===== config.mk =====
export PLATFORM = sky130hd
export DESIGN_NAME = aswc_write_handler
export DESIGN_NICKNAME = d
export VERILOG_FILES = /design/src/hdl/aswc_sync.v /design/src/hdl/aswc_write_handler.v
export VERILOG_INCLUDE_DIRS = /design/src /design/src/hdl
export SDC_FILE = /design/constraint.sdc
export NUM_CORES = 1
export LEC_CHECK = 0
export ABC_CLOCK_PERIOD_IN_PS = 6100
export BUFFER_PORTS_ARGS = -buffer_cell sky130_fd_sc_hd__clkbuf_2
export CAP_MARGIN = 20
export CORE_ASPECT_RATIO = 1.25
export CORE_MARGIN = 3
export CORE_UTILIZATION = 49
export DETAILED_ROUTE_END_ITERATION = 8
export PLACE_DENSITY = 0.74
export SLEW_MARGIN = 20
export SYNTH_ARGS = -nofsm -noshare
export SYNTH_HDL_FRONTEND = slang
export SYNTH_HIERARCHICAL = 1
export SYNTH_SLANG_ARGS = --single-unit

===== constraint.sdc =====
create_clock -name mclk -period 6.1 [get_ports mclk]
set_input_delay 1.22 -clock mclk [delete_from_list [all_inputs] [get_ports mclk]]
set_output_delay 1.22 -clock mclk [all_outputs]
set_load 0.02 [all_outputs]

===== src/hdl/aswc_map.vh =====
/*
  task-file offsets, opcodes, status and error bit positions and reset
  values for the sector-write command handler.
  assumes: included by bare name from hdl/; definitions only.
*/
`ifndef ASWC_MAP_VH
`define ASWC_MAP_VH

// ----------------
// task-file register offsets (host address lines 2..0)
// ----------------
`define ASWC_OFF_DATA        3'h0
`define ASWC_OFF_FEATURE     3'h1
`define ASWC_OFF_COUNT       3'h2
`define ASWC_OFF_SECNUM      3'h3
`define ASWC_OFF_CYL_LO      3'h4
`define ASWC_OFF_CYL_HI      3'h5
`define ASWC_OFF_DRV_HEAD    3'h6
`define ASWC_OFF_CMD         3'h7

// ----------------
// command opcodes and error-posting classes
// ----------------
`define ASWC_OP_WRITE        8'h30
`define ASWC_OP_WRITE_NR     8'h31
`define ASWC_OP_WRITE_NOERS  8'h38
`define ASWC_OP_WRITE_VFY    8'h3C
`define ASWC_OP_READ         8'h20
`define ASWC_OP_READ_NR      8'h21
`define ASWC_OP_RDVFY        8'h40
`define ASWC_OP_RDVFY_NR     8'h41
`define ASWC_CLS_WRITE       2'h0
`define ASWC_CLS_READ        2'h1
`define ASWC_CLS_OTHER       2'h2

// ----------------
// status bit positions and error register masks
// ----------------
`define ASWC_ST_BSY          7
`define ASWC_ST_RDY          6
`define ASWC_ST_DWF          5
`define ASWC_ST_DSC          4
`define ASWC_ST_DRQ          3
`define ASWC_ST_CORR         2
`define ASWC_ST_ERR          0
`define ASWC_ER_BBK          8'h80
`define ASWC_ER_UNC          8'h40
`define ASWC_ER_IDNF         8'h10
`define ASWC_ER_ABRT         8'h04
`define ASWC_ER_AMNF         8'h01

// ----------------
// field positions and reset values
// ----------------
`define ASWC_DH_LBA          6
`define ASWC_RST_BYTE        8'h00
`define ASWC_RST_WORD        16'h0000
`define ASWC_RST_COUNT       8'h01
`define ASWC_RST_SECNUM      8'h01
`define ASWC_RST_DH          8'hA0
`define ASWC_CNT_FULL        9'h100

`endif


===== src/hdl/aswc_sync.v =====
/*
  two-flop synchroniser for a bundle of host pins.
  assumes: pins are quasi-static relative to mclk; the first stage is read
  by the second stage only.
*/
`timescale 1ns/1ps

module aswc_sync #(
  parameter W = 1                // bundle width
) (
  // clock and reset
  input  wire         mclk,
  input  wire         rst_n,
  // pins in, synchronised out
  input  wire [W-1:0] d,
  output reg  [W-1:0] q
);

  reg [W-1:0] meta_q;            // first stage, feeds q only

  // ----------------
  // two stages, reset to all ones so strobes start inactive
  // ----------------
  always @(posedge mclk or negedge rst_n) begin
    if (!rst_n) begin
      meta_q <= {W{1'b1}};
      q      <= {W{1'b1}};
    end else begin
      meta_q <= d;
      q      <= meta_q;
    end
  end

endmodule // aswc_sync


===== src/hdl/aswc_write_handler.v =====
/*
  sector-write command handler: task file, BSY/DRQ/interrupt handshake,
  sector data streaming to the media engine, address advance, error posting.
  assumes: host pins are asynchronous and held stable several mclk cycles
  around each strobe (PIO cycles are far slower than mclk); the media engine
  runs on mclk and answers each request with one done pulse.
*/
// What this block does
// RL1: accept 30H/31H, write 1 to 256 sectors
// RL2: count zero means 256 sectors
// RL3: start at addressed sector, advance each sector
// RL4: address from drive/head, cylinder, sector registers
// RL5: on accept set BSY, then DRQ, clear BSY
// RL6: no interrupt before the first sector
// RL7: host sends data only after BSY clears
// RL8: full buffer sets BSY, clears DRQ
// RL9: next buffer ready: clear BSY, DRQ, interrupt
// RL10: last sector: hold BSY until done, interrupt
// RL11: on error stop, keep failing sector address
// RL12: host may read address and error after failure
// RL13: opcode 38H runs as plain write
// RL14: opcode 3CH verifies each sector after writing
// RL15: writes post BBK, IDNF, ABRT, AMNF only
// RL16: reads add UNC; non-media post ABRT only
// RL17: host reissues media commands ending in error
// RL18: LBA bit clear means cylinder/head/sector addressing
`timescale 1ns/1ps
`include "aswc_map.vh"

module aswc_write_handler #(
  parameter WORDS_PER_SECTOR = 256,   // 16-bit words per sector buffer
  parameter SECTORS_PER_TRK  = 63,    // chs geometry: sectors per track
  parameter HEADS            = 16     // chs geometry: heads
) (
  // clock and reset
  input  wire        mclk,
  input  wire        rst_n,
  // host task-file pins
  input  wire        host_cs_n,
  input  wire [2:0]  host_addr,
  input  wire        host_wr_n,
  input  wire        host_rd_n,
  input  wire [15:0] host_dd_in,
  output reg  [15:0] host_dd_out_q,
  output reg         host_dd_oe_q,
  output reg         host_intrq_q,
  // device state
  input  wire        dev_ready,
  // media engine
  output reg         med_req_q,
  output reg         med_verify_q,
  output reg         med_lba_mode_q,
  output reg  [27:0] med_addr_q,
  output reg  [15:0] med_wdata_q,
  output reg         med_wvalid_q,
  input  wire        med_done,
  input  wire        med_fail,
  input  wire        med_fault,
  input  wire [7:0]  med_err_bits
);

  // ----------------
  // constants
  // ----------------
  localparam [2:0] ST_IDLE   = 3'h0;  // waiting for a command
  localparam [2:0] ST_ACCEPT = 3'h1;  // BSY after command accept
  localparam [2:0] ST_XFER   = 3'h2;  // DRQ, host fills the buffer
  localparam [2:0] ST_MEDIA  = 3'h3;  // BSY, media takes the sector
  localparam [8:0] WORD_LAST = WORDS_PER_SECTOR[8:0] - 9'h001;  // cut to the counter width
  localparam [7:0] SPT       = SECTORS_PER_TRK[7:0];
  localparam [3:0] HEAD_LAST = HEADS[3:0] - 4'h1;

  // ----------------
  // pin synchronisation
  // ----------------
  wire [21:0] pin_s;                  // synchronised pin bundle
  wire        cs_n_s;                 // chip select
  wire [2:0]  addr_s;                 // register offset
  wire        wr_n_s;                 // write strobe
  wire        rd_n_s;                 // read strobe
  wire [15:0] dd_s;                   // write data

  aswc_sync #(
    .W (22)
  ) u_pin_sync (
    .mclk  (mclk),
    .rst_n (rst_n),
    .d     ({host_cs_n, host_addr, host_wr_n, host_rd_n, host_dd_in}),
    .q     (pin_s)
  );

  assign cs_n_s = pin_s[21];
  assign addr_s = pin_s[20:18];
  assign wr_n_s = pin_s[17];
  assign rd_n_s = pin_s[16];
  assign dd_s   = pin_s[15:0];

  // ----------------
  // state
  // ----------------
  reg  [2:0]  state_q;                // handshake state
  reg         wr_act_q;               // write strobe active last cycle
  reg         rd_act_q;               // read strobe active last cycle
  reg  [2:0]  lat_addr_q;             // offset latched during write strobe
  reg  [15:0] lat_data_q;             // data latched during write strobe
  reg  [7:0]  tf_count_q;             // transfer_sector_count
  reg  [7:0]  tf_secnum_q;            // start_sector_number
  reg  [7:0]  tf_cyl_lo_q;            // cylinder_low_byte
  reg  [7:0]  tf_cyl_hi_q;            // cylinder_high_byte
  reg  [7:0]  tf_dh_q;                // drive_head_select
  reg  [7:0]  err_q;                  // error register
  reg         st_err_q;               // status ERR
  reg         st_dwf_q;               // status write fault
  reg  [8:0]  remain_q;               // sectors still to write
  reg  [8:0]  word_q;                 // words taken in this sector
  reg  [1:0]  cls_q;                  // class of the running command

  wire        wr_act  = ~wr_n_s & ~cs_n_s;
  wire        rd_act  = ~rd_n_s & ~cs_n_s;
  wire        wr_done = wr_act_q & ~wr_act;   // end of a host write
  wire        rd_start = rd_act & ~rd_act_q;  // start of a host read
  wire        busy    = (state_q == ST_ACCEPT) || (state_q == ST_MEDIA);
  wire        drq     = (state_q == ST_XFER);
  wire [27:0] tf_addr = {tf_dh_q[3:0], tf_cyl_hi_q, tf_cyl_lo_q, tf_secnum_q};
  wire        lba_on  = tf_dh_q[`ASWC_DH_LBA];
  wire [7:0]  status  = {busy, dev_ready, st_dwf_q, 1'b1, drq, 1'b0, 1'b0, st_err_q};

  // ----------------
  // functions
  // ----------------
  // opcode to error-posting class
  function [1:0] cmd_class;
    input [7:0] op;
    begin
      case (op)
        `ASWC_OP_WRITE, `ASWC_OP_WRITE_NR,
        `ASWC_OP_WRITE_NOERS, `ASWC_OP_WRITE_VFY: cmd_class = `ASWC_CLS_WRITE;
        `ASWC_OP_READ, `ASWC_OP_READ_NR,
        `ASWC_OP_RDVFY, `ASWC_OP_RDVFY_NR:        cmd_class = `ASWC_CLS_READ;
        default:                                  cmd_class = `ASWC_CLS_OTHER;
      endcase
    end
  endfunction

  // error bits a class may post; CORR is never set since writes lack it
  function [7:0] err_mask;
    input [1:0] cls;
    begin
      case (cls)
        `ASWC_CLS_WRITE: err_mask = `ASWC_ER_BBK | `ASWC_ER_IDNF | `ASWC_ER_ABRT | `ASWC_ER_AMNF; // see RL15
        `ASWC_CLS_READ:  err_mask = `ASWC_ER_BBK | `ASWC_ER_UNC | `ASWC_ER_IDNF |
                                    `ASWC_ER_ABRT | `ASWC_ER_AMNF; // see RL16
        default:         err_mask = `ASWC_ER_ABRT; // see RL16
      endcase
    end
  endfunction

  // next sector address, lba or cylinder/head/sector
  function [27:0] next_addr;
    input [27:0] a;
    input        lba;
    reg   [7:0]  s;
    reg   [3:0]  h;
    reg   [15:0] c;
    begin
      s = a[7:0];
      c = a[23:8];
      h = a[27:24];
      if (lba) begin
        next_addr = a + 28'h000_0001;   // see RL3
      end else begin
        // chs: sectors count from one, wrap into head then cylinder
        if (s >= SPT) begin            // see RL18
          s = 8'h01;
          if (h >= HEAD_LAST) begin
            h = 4'h0;
            c = c + 16'h0001;
          end else begin
            h = h + 4'h1;
          end
        end else begin
          s = s + 8'h01;
        end
        next_addr = {h, c, s};
      end
    end
  endfunction

  // ----------------
  // host strobe tracking and write latch
  // ----------------
  // address and data are latched while the strobe is low, so the commit on
  // its release does not depend on pins that may already be changing
  always @(posedge mclk or negedge rst_n) begin
    if (!rst_n) begin
      wr_act_q   <= 1'b0;
      rd_act_q   <= 1'b0;
      lat_addr_q <= 3'h0;
      lat_data_q <= `ASWC_RST_WORD;
    end else begin
      wr_act_q <= wr_act;
      rd_act_q <= rd_act;
      if (wr_act) begin
        lat_addr_q <= addr_s;
        lat_data_q <= dd_s;
      end
    end
  end

  // ----------------
  // host read path
  // ----------------
  // data register reads return zero: this block only takes write data
  always @(posedge mclk or negedge rst_n) begin
    if (!rst_n) begin
      host_dd_out_q <= `ASWC_RST_WORD;
      host_dd_oe_q  <= 1'b0;
    end else begin
      host_dd_oe_q <= rd_act;
      case (addr_s)
        `ASWC_OFF_FEATURE:  host_dd_out_q <= {8'h00, err_q};       // see RL12
        `ASWC_OFF_COUNT:    host_dd_out_q <= {8'h00, tf_count_q};
        `ASWC_OFF_SECNUM:   host_dd_out_q <= {8'h00, tf_secnum_q};
        `ASWC_OFF_CYL_LO:   host_dd_out_q <= {8'h00, tf_cyl_lo_q};
        `ASWC_OFF_CYL_HI:   host_dd_out_q <= {8'h00, tf_cyl_hi_q};
        `ASWC_OFF_DRV_HEAD: host_dd_out_q <= {8'h00, tf_dh_q};
        `ASWC_OFF_CMD:      host_dd_out_q <= {8'h00, status};
        default:            host_dd_out_q <= `ASWC_RST_WORD;
      endcase
    end
  end

  // ----------------
  // command handshake and task file
  // ----------------
  always @(posedge mclk or negedge rst_n) begin
    if (!rst_n) begin
      state_q        <= ST_IDLE;
      tf_count_q     <= `ASWC_RST_COUNT;
      tf_secnum_q    <= `ASWC_RST_SECNUM;
      tf_cyl_lo_q    <= `ASWC_RST_BYTE;
      tf_cyl_hi_q    <= `ASWC_RST_BYTE;
      tf_dh_q        <= `ASWC_RST_DH;
      err_q          <= `ASWC_RST_BYTE;
      st_err_q       <= 1'b0;
      st_dwf_q       <= 1'b0;
      remain_q       <= 9'h000;
      word_q         <= 9'h000;
      cls_q          <= `ASWC_CLS_OTHER;
      host_intrq_q   <= 1'b0;
      med_req_q      <= 1'b0;
      med_verify_q   <= 1'b0;
      med_lba_mode_q <= 1'b0;
      med_addr_q     <= 28'h000_0000;
      med_wdata_q    <= `ASWC_RST_WORD;
      med_wvalid_q   <= 1'b0;
    end else begin
      med_req_q    <= 1'b0;
      med_wvalid_q <= 1'b0;
      // status read clears the interrupt; a same-cycle set below wins
      if (rd_start && (addr_s == `ASWC_OFF_CMD)) begin
        host_intrq_q <= 1'b0;
      end
      case (state_q)
        ST_IDLE: begin
          // task-file writes only while not busy; feature is accepted and ignored
          if (wr_done) begin
            case (lat_addr_q)
              `ASWC_OFF_COUNT:    tf_count_q  <= lat_data_q[7:0];
              `ASWC_OFF_SECNUM:   tf_secnum_q <= lat_data_q[7:0];
              `ASWC_OFF_CYL_LO:   tf_cyl_lo_q <= lat_data_q[7:0];
              `ASWC_OFF_CYL_HI:   tf_cyl_hi_q <= lat_data_q[7:0];
              `ASWC_OFF_DRV_HEAD: tf_dh_q     <= lat_data_q[7:0];
              `ASWC_OFF_CMD: begin
                cls_q    <= cmd_class(lat_data_q[7:0]);
                st_dwf_q <= 1'b0;
                if (cmd_class(lat_data_q[7:0]) == `ASWC_CLS_WRITE) begin
                  // 30H/31H/38H share one path, 3CH adds verify
                  err_q        <= `ASWC_RST_BYTE;
                  st_err_q     <= 1'b0;
                  med_verify_q <= (lat_data_q[7:0] == `ASWC_OP_WRITE_VFY); // see RL13, RL14
                  remain_q     <= (tf_count_q == 8'h00) ? `ASWC_CNT_FULL
                                                        : {1'b0, tf_count_q}; // see RL1, RL2
                  word_q       <= 9'h000;
                  state_q      <= ST_ACCEPT;                                  // see RL5
                end else begin
                  // commands not executed here end at once with abort
                  err_q        <= `ASWC_ER_ABRT & err_mask(cmd_class(lat_data_q[7:0])); // see RL16
                  st_err_q     <= 1'b1;
                  host_intrq_q <= 1'b1;
                end
              end
              default: ;
            endcase
          end
        end
        ST_ACCEPT: begin
          // BSY for one cycle, then DRQ with no interrupt for sector one
          state_q <= ST_XFER;                                          // see RL5, RL6
        end
        ST_XFER: begin
          // data register writes stream out; host waits for BSY low first
          if (wr_done && (lat_addr_q == `ASWC_OFF_DATA)) begin        // see RL7
            med_wdata_q  <= lat_data_q;
            med_wvalid_q <= 1'b1;
            if (word_q == WORD_LAST) begin
              word_q         <= 9'h000;
              med_req_q      <= 1'b1;
              med_addr_q     <= tf_addr;                               // see RL4
              med_lba_mode_q <= lba_on;                                // see RL18
              state_q        <= ST_MEDIA;                              // see RL8
            end else begin
              word_q <= word_q + 9'h001;
            end
          end
        end
        ST_MEDIA: begin
          // BSY held until the media engine answers for this sector
          if (med_done) begin
            if (med_fail || med_fault) begin
              // stop here; task file still names the failing sector
              err_q        <= med_err_bits & err_mask(cls_q);          // see RL11, RL15
              st_dwf_q     <= med_fault;
              st_err_q     <= 1'b1;
              tf_count_q   <= remain_q[7:0];
              host_intrq_q <= 1'b1;
              state_q      <= ST_IDLE;
            end else begin
              {tf_dh_q[3:0], tf_cyl_hi_q, tf_cyl_lo_q, tf_secnum_q}
                <= next_addr(tf_addr, lba_on);                         // see RL3
              remain_q     <= remain_q - 9'h001;
              tf_count_q   <= remain_q[7:0] - 8'h01;
              host_intrq_q <= 1'b1;
              if (remain_q == 9'h001) begin
                state_q <= ST_IDLE;                                    // see RL10
              end else begin
                state_q <= ST_XFER;                                    // see RL9
              end
            end
          end
        end
        default: begin
          state_q <= ST_IDLE;
        end
      endcase
    end
  end

endmodule // aswc_write_handler


==> qor.txt <==
RSZ-0062 raised after global routing: no
Clock latency on the worst-skew pair: 0.43 ns
Drt first pass iters: 5
Final RePlAce weighted congestion: 0.873
Combinational Power Share: 0.307
Pin count of the biggest net entering global routing: 85
Die ar.: 19,700 um2
Clock skew after layout: 0.00785 ns
Area grow syn2layout: 13.3%
Clock power share: 0.254
Worst Setup End Kind: flip-flop
Final period util: 0.545
Setup-failing EPs final: 0
Initial antenna violation count: 0
Maxcap violations: 0
Critical Path Source Type: primary input
Final hold vios: 0
Synth Warn #: 6
Vias: 6,691
Yosys cell types: 71
DP Wirelength: 14.3 mm
DRC violations left: 0
Antenna Cells: 0
Fin crit period: 3.33 ns
Aggregate global-route resource usage: 0.215
Slew Limit Fails: 0
Global-route wire length before repair: 33.7 mm
Rows: 54
Clock tree buffer depth: 2
Int Power: 2740 uW
Core area: 17,600 um2
Grt total ovfl: 0
# IOs: 102
Seq pwr share: 0.440
Synth Instances: 828
Die X: 126 um
Switch share: 0.376
Yosys reg bits: 191
Die height: 156 um
LEAKAGE: 0.00452 uW
Pwr dens: 439 nW/um2
Hold Buf Count CTS: 0
Mapped cell area: 8820 um2
Sw Pwr: 1650 uW
Slew headroom: 0.284
Sequential share of the synthesized area: 0.549
Maximum VDD drop: 0.000274 V
CTS tree: built
Min-delay worst type: reg2reg
Drt wl/cell: 18.3 um
Share of layout cells above drive strength 1: 0.274
Post-synth top flop: dfrtp_1
Outcome: finished, final reports clean
Final ANT Viol Nets: 0
Placed instance count: 1,100
Clock slew at reported path FFs: 0.07 ns
CTS Sinks: 191
CTS buffer count: 17
IO Port Bufs: 90
Slew at the pin closest to its max-slew limit: 1.07 ns
Critical Path AT: 3.62 ns
Iter 0 DRT Violations: 659
Post-route insts no fill: 1,132
Setup TNS: 0 ns
Final #Nets: 941
Post_cts resized: 0
CP Class: in2reg
Post-synthesis async set-or-reset flop share: 1.00
F_max: 301 MHz
Post-DR vias/cell: 5.91
Post-synth EDFFs: 0
Final Total Pwr: 4390 uW
H-tree Lvls: 4
Critical Path RT: 6.40 ns
Post-CTS Setup Inserts: 0
Root Buffer: clkbuf_16
Starting Density: 0.502
Mean Syn Cell Area: 10.7 um2
Post-Route WL: 20.7 mm
Crit path max fanout: 17
Vias in the first global route: 6,459
## routing by layer
metal | track usage | vias to the layer above | wire length (um)
met1 | 0.290 | 3247 | 8880
met3 | 0.0473 | 55 | 1340
met4 | 0.0976 | 0 | 760
li1 | - | 3118 | -
met2 | 0.335 | 271 | 9710
met5 | 0 | - | 0
## power by group through the flow
| stage | Combinational (uW) | Clock (uW) | Sequential, uW |
|---|---|---|---|
| 2_1_floorplan | 996 | 0 | 1850 |
| 3_3_place_gp | 1300 | 0 | 1930 |
| 3_5_place_dp | 1330 | 0 | 1940 |
| 4_1_cts | 1340 | 1130 | 1920 |
| 5_1_grt | 1500 | 1180 | 1970 |
| 6_report | 1350 | 1110 | 1930 |
## metrics by stage
stage	utilization	instance area (um2)	worst slack, ns	hold slack, ns
after detailed placement	0.535	9400	2.47	0.347
final	0.569	10000	2.77	0.355
after floorplan	-	8850	3.18	0.345
after global routing	0.569	10000	2.65	0.357
after CTS	0.569	9990	2.85	0.356
after global placement	0.535	9400	2.53	0.346
## flip-flops by register name, summed over array words and instances (netlist names), 3 cells and up
name and cells:
tf_secnum_q 8, tf_dh_q 8, tf_cyl_lo_q 8, lat_addr_q 3
tf_cyl_hi_q 8, remain_q 9, tf_count_q 8, med_wdata_q 16
u_pin_sync/meta_q 22, err_q 5, lat_data_q 16, word_q 9
med_addr_q 28, u_pin_sync/q 22, host_dd_out_q 8
## Yosys cell counts, types with 3 or more instances
library cell	instances	area, um2
and3_1	10	62.6
o32ai_1	3	26.3
mux2i_1	7	70.1
and2_1	4	25.0
dfrtp_1	142	3550
nand3b_1	5	37.5
mux4_2	3	67.6
o31ai_1	8	60.1
nor4_1	12	75.1
o22a_1	10	87.6
nor3_1	12	60.1
inv_1	23	86.3
a21o_1	8	60.1
xnor2_1	6	52.6
mux2_2	55	619
o21ai_1	6	30.0
nand3_1	22	110
clkbuf_1	42	158
nor2b_1	9	56.3
or4_1	4	30.0
nor2_1	44	165
a211oi_1	10	75.1
buf_1	3	11.3
buf_4	8	60.1
ha_1	10	125
a31oi_1	9	56.3
nand2_1	100	375
a221oi_2	3	45.0
o211ai_1	7	52.6
o21a_1	7	52.6
nand2b_1	6	37.5
o21ai_0	59	295
a21oi_1	40	200
nand4_1	22	138
or2_2	3	18.8
dfstp_2	49	1290
a22o_1	12	105
## worst max-delay path, cell delays in order
cell and delay, ns:
clkbuf_2 0.12, or3b_1 0.45, a221oi_1 0.51, nand4_1 0.71
nor4_1 0.51, nor3_1 0.09
## cells in the final DEF, fill, tap and decap left out, types with 22 or more instances in the layout
master,Yosys,routed
a21oi_1,40,40
nand3_1,22,22
dfrtp_1,142,142
inv_1,23,23
dfstp_2,49,49
o21ai_0,59,59
clkbuf_2,0,89
nand4_1,22,22
nor2_1,44,43
nand2_1,100,100
mux2_2,55,55
## layout make-up
type | count | area [um2]
Timing Repair Buffer | 96 | 504
Tap cell | 224 | 280
Clock inverter | 10 | 126
Fill cell | 1553 | 7570
Inverter | 24 | 90.1
Sequential cell | 191 | 4840
Multi-Input combinational cell | 565 | 3690
Clock buffer | 22 | 464
## kinds of logic after synthesis
family	after synthesis	share of synthesized area
and+or+nand+nor	265	0.146
AOI/OAI and AO/OA	209	0.160
DFF	191	0.549
buffers and inverters	79	0.0373
muxes	65	0.0858
adders and majority gates	10	0.0142
xor gates and xnor gates	8	0.00794
other	1	0.000425
## final timing paths
check	from	to	slack [ns]	cells past startpoint
max reg2reg	state_q[0]	tf_cyl_lo_q[7]	2.89	7
max	med_fault	tf_cyl_lo_q[7]	2.77	6
min	u_pin_sync/meta_q[2]	u_pin_sync/q[2]	0.35	0
min reg2reg	u_pin_sync/meta_q[2]	u_pin_sync/q[2]	0.35	0
min in group asynchronous	rst_n	med_req_q	0.78	1
max in group asynchronous	rst_n	med_wdata_q[8]	4.13	2
Note: power is estimated with default switching activity, not from simulation.
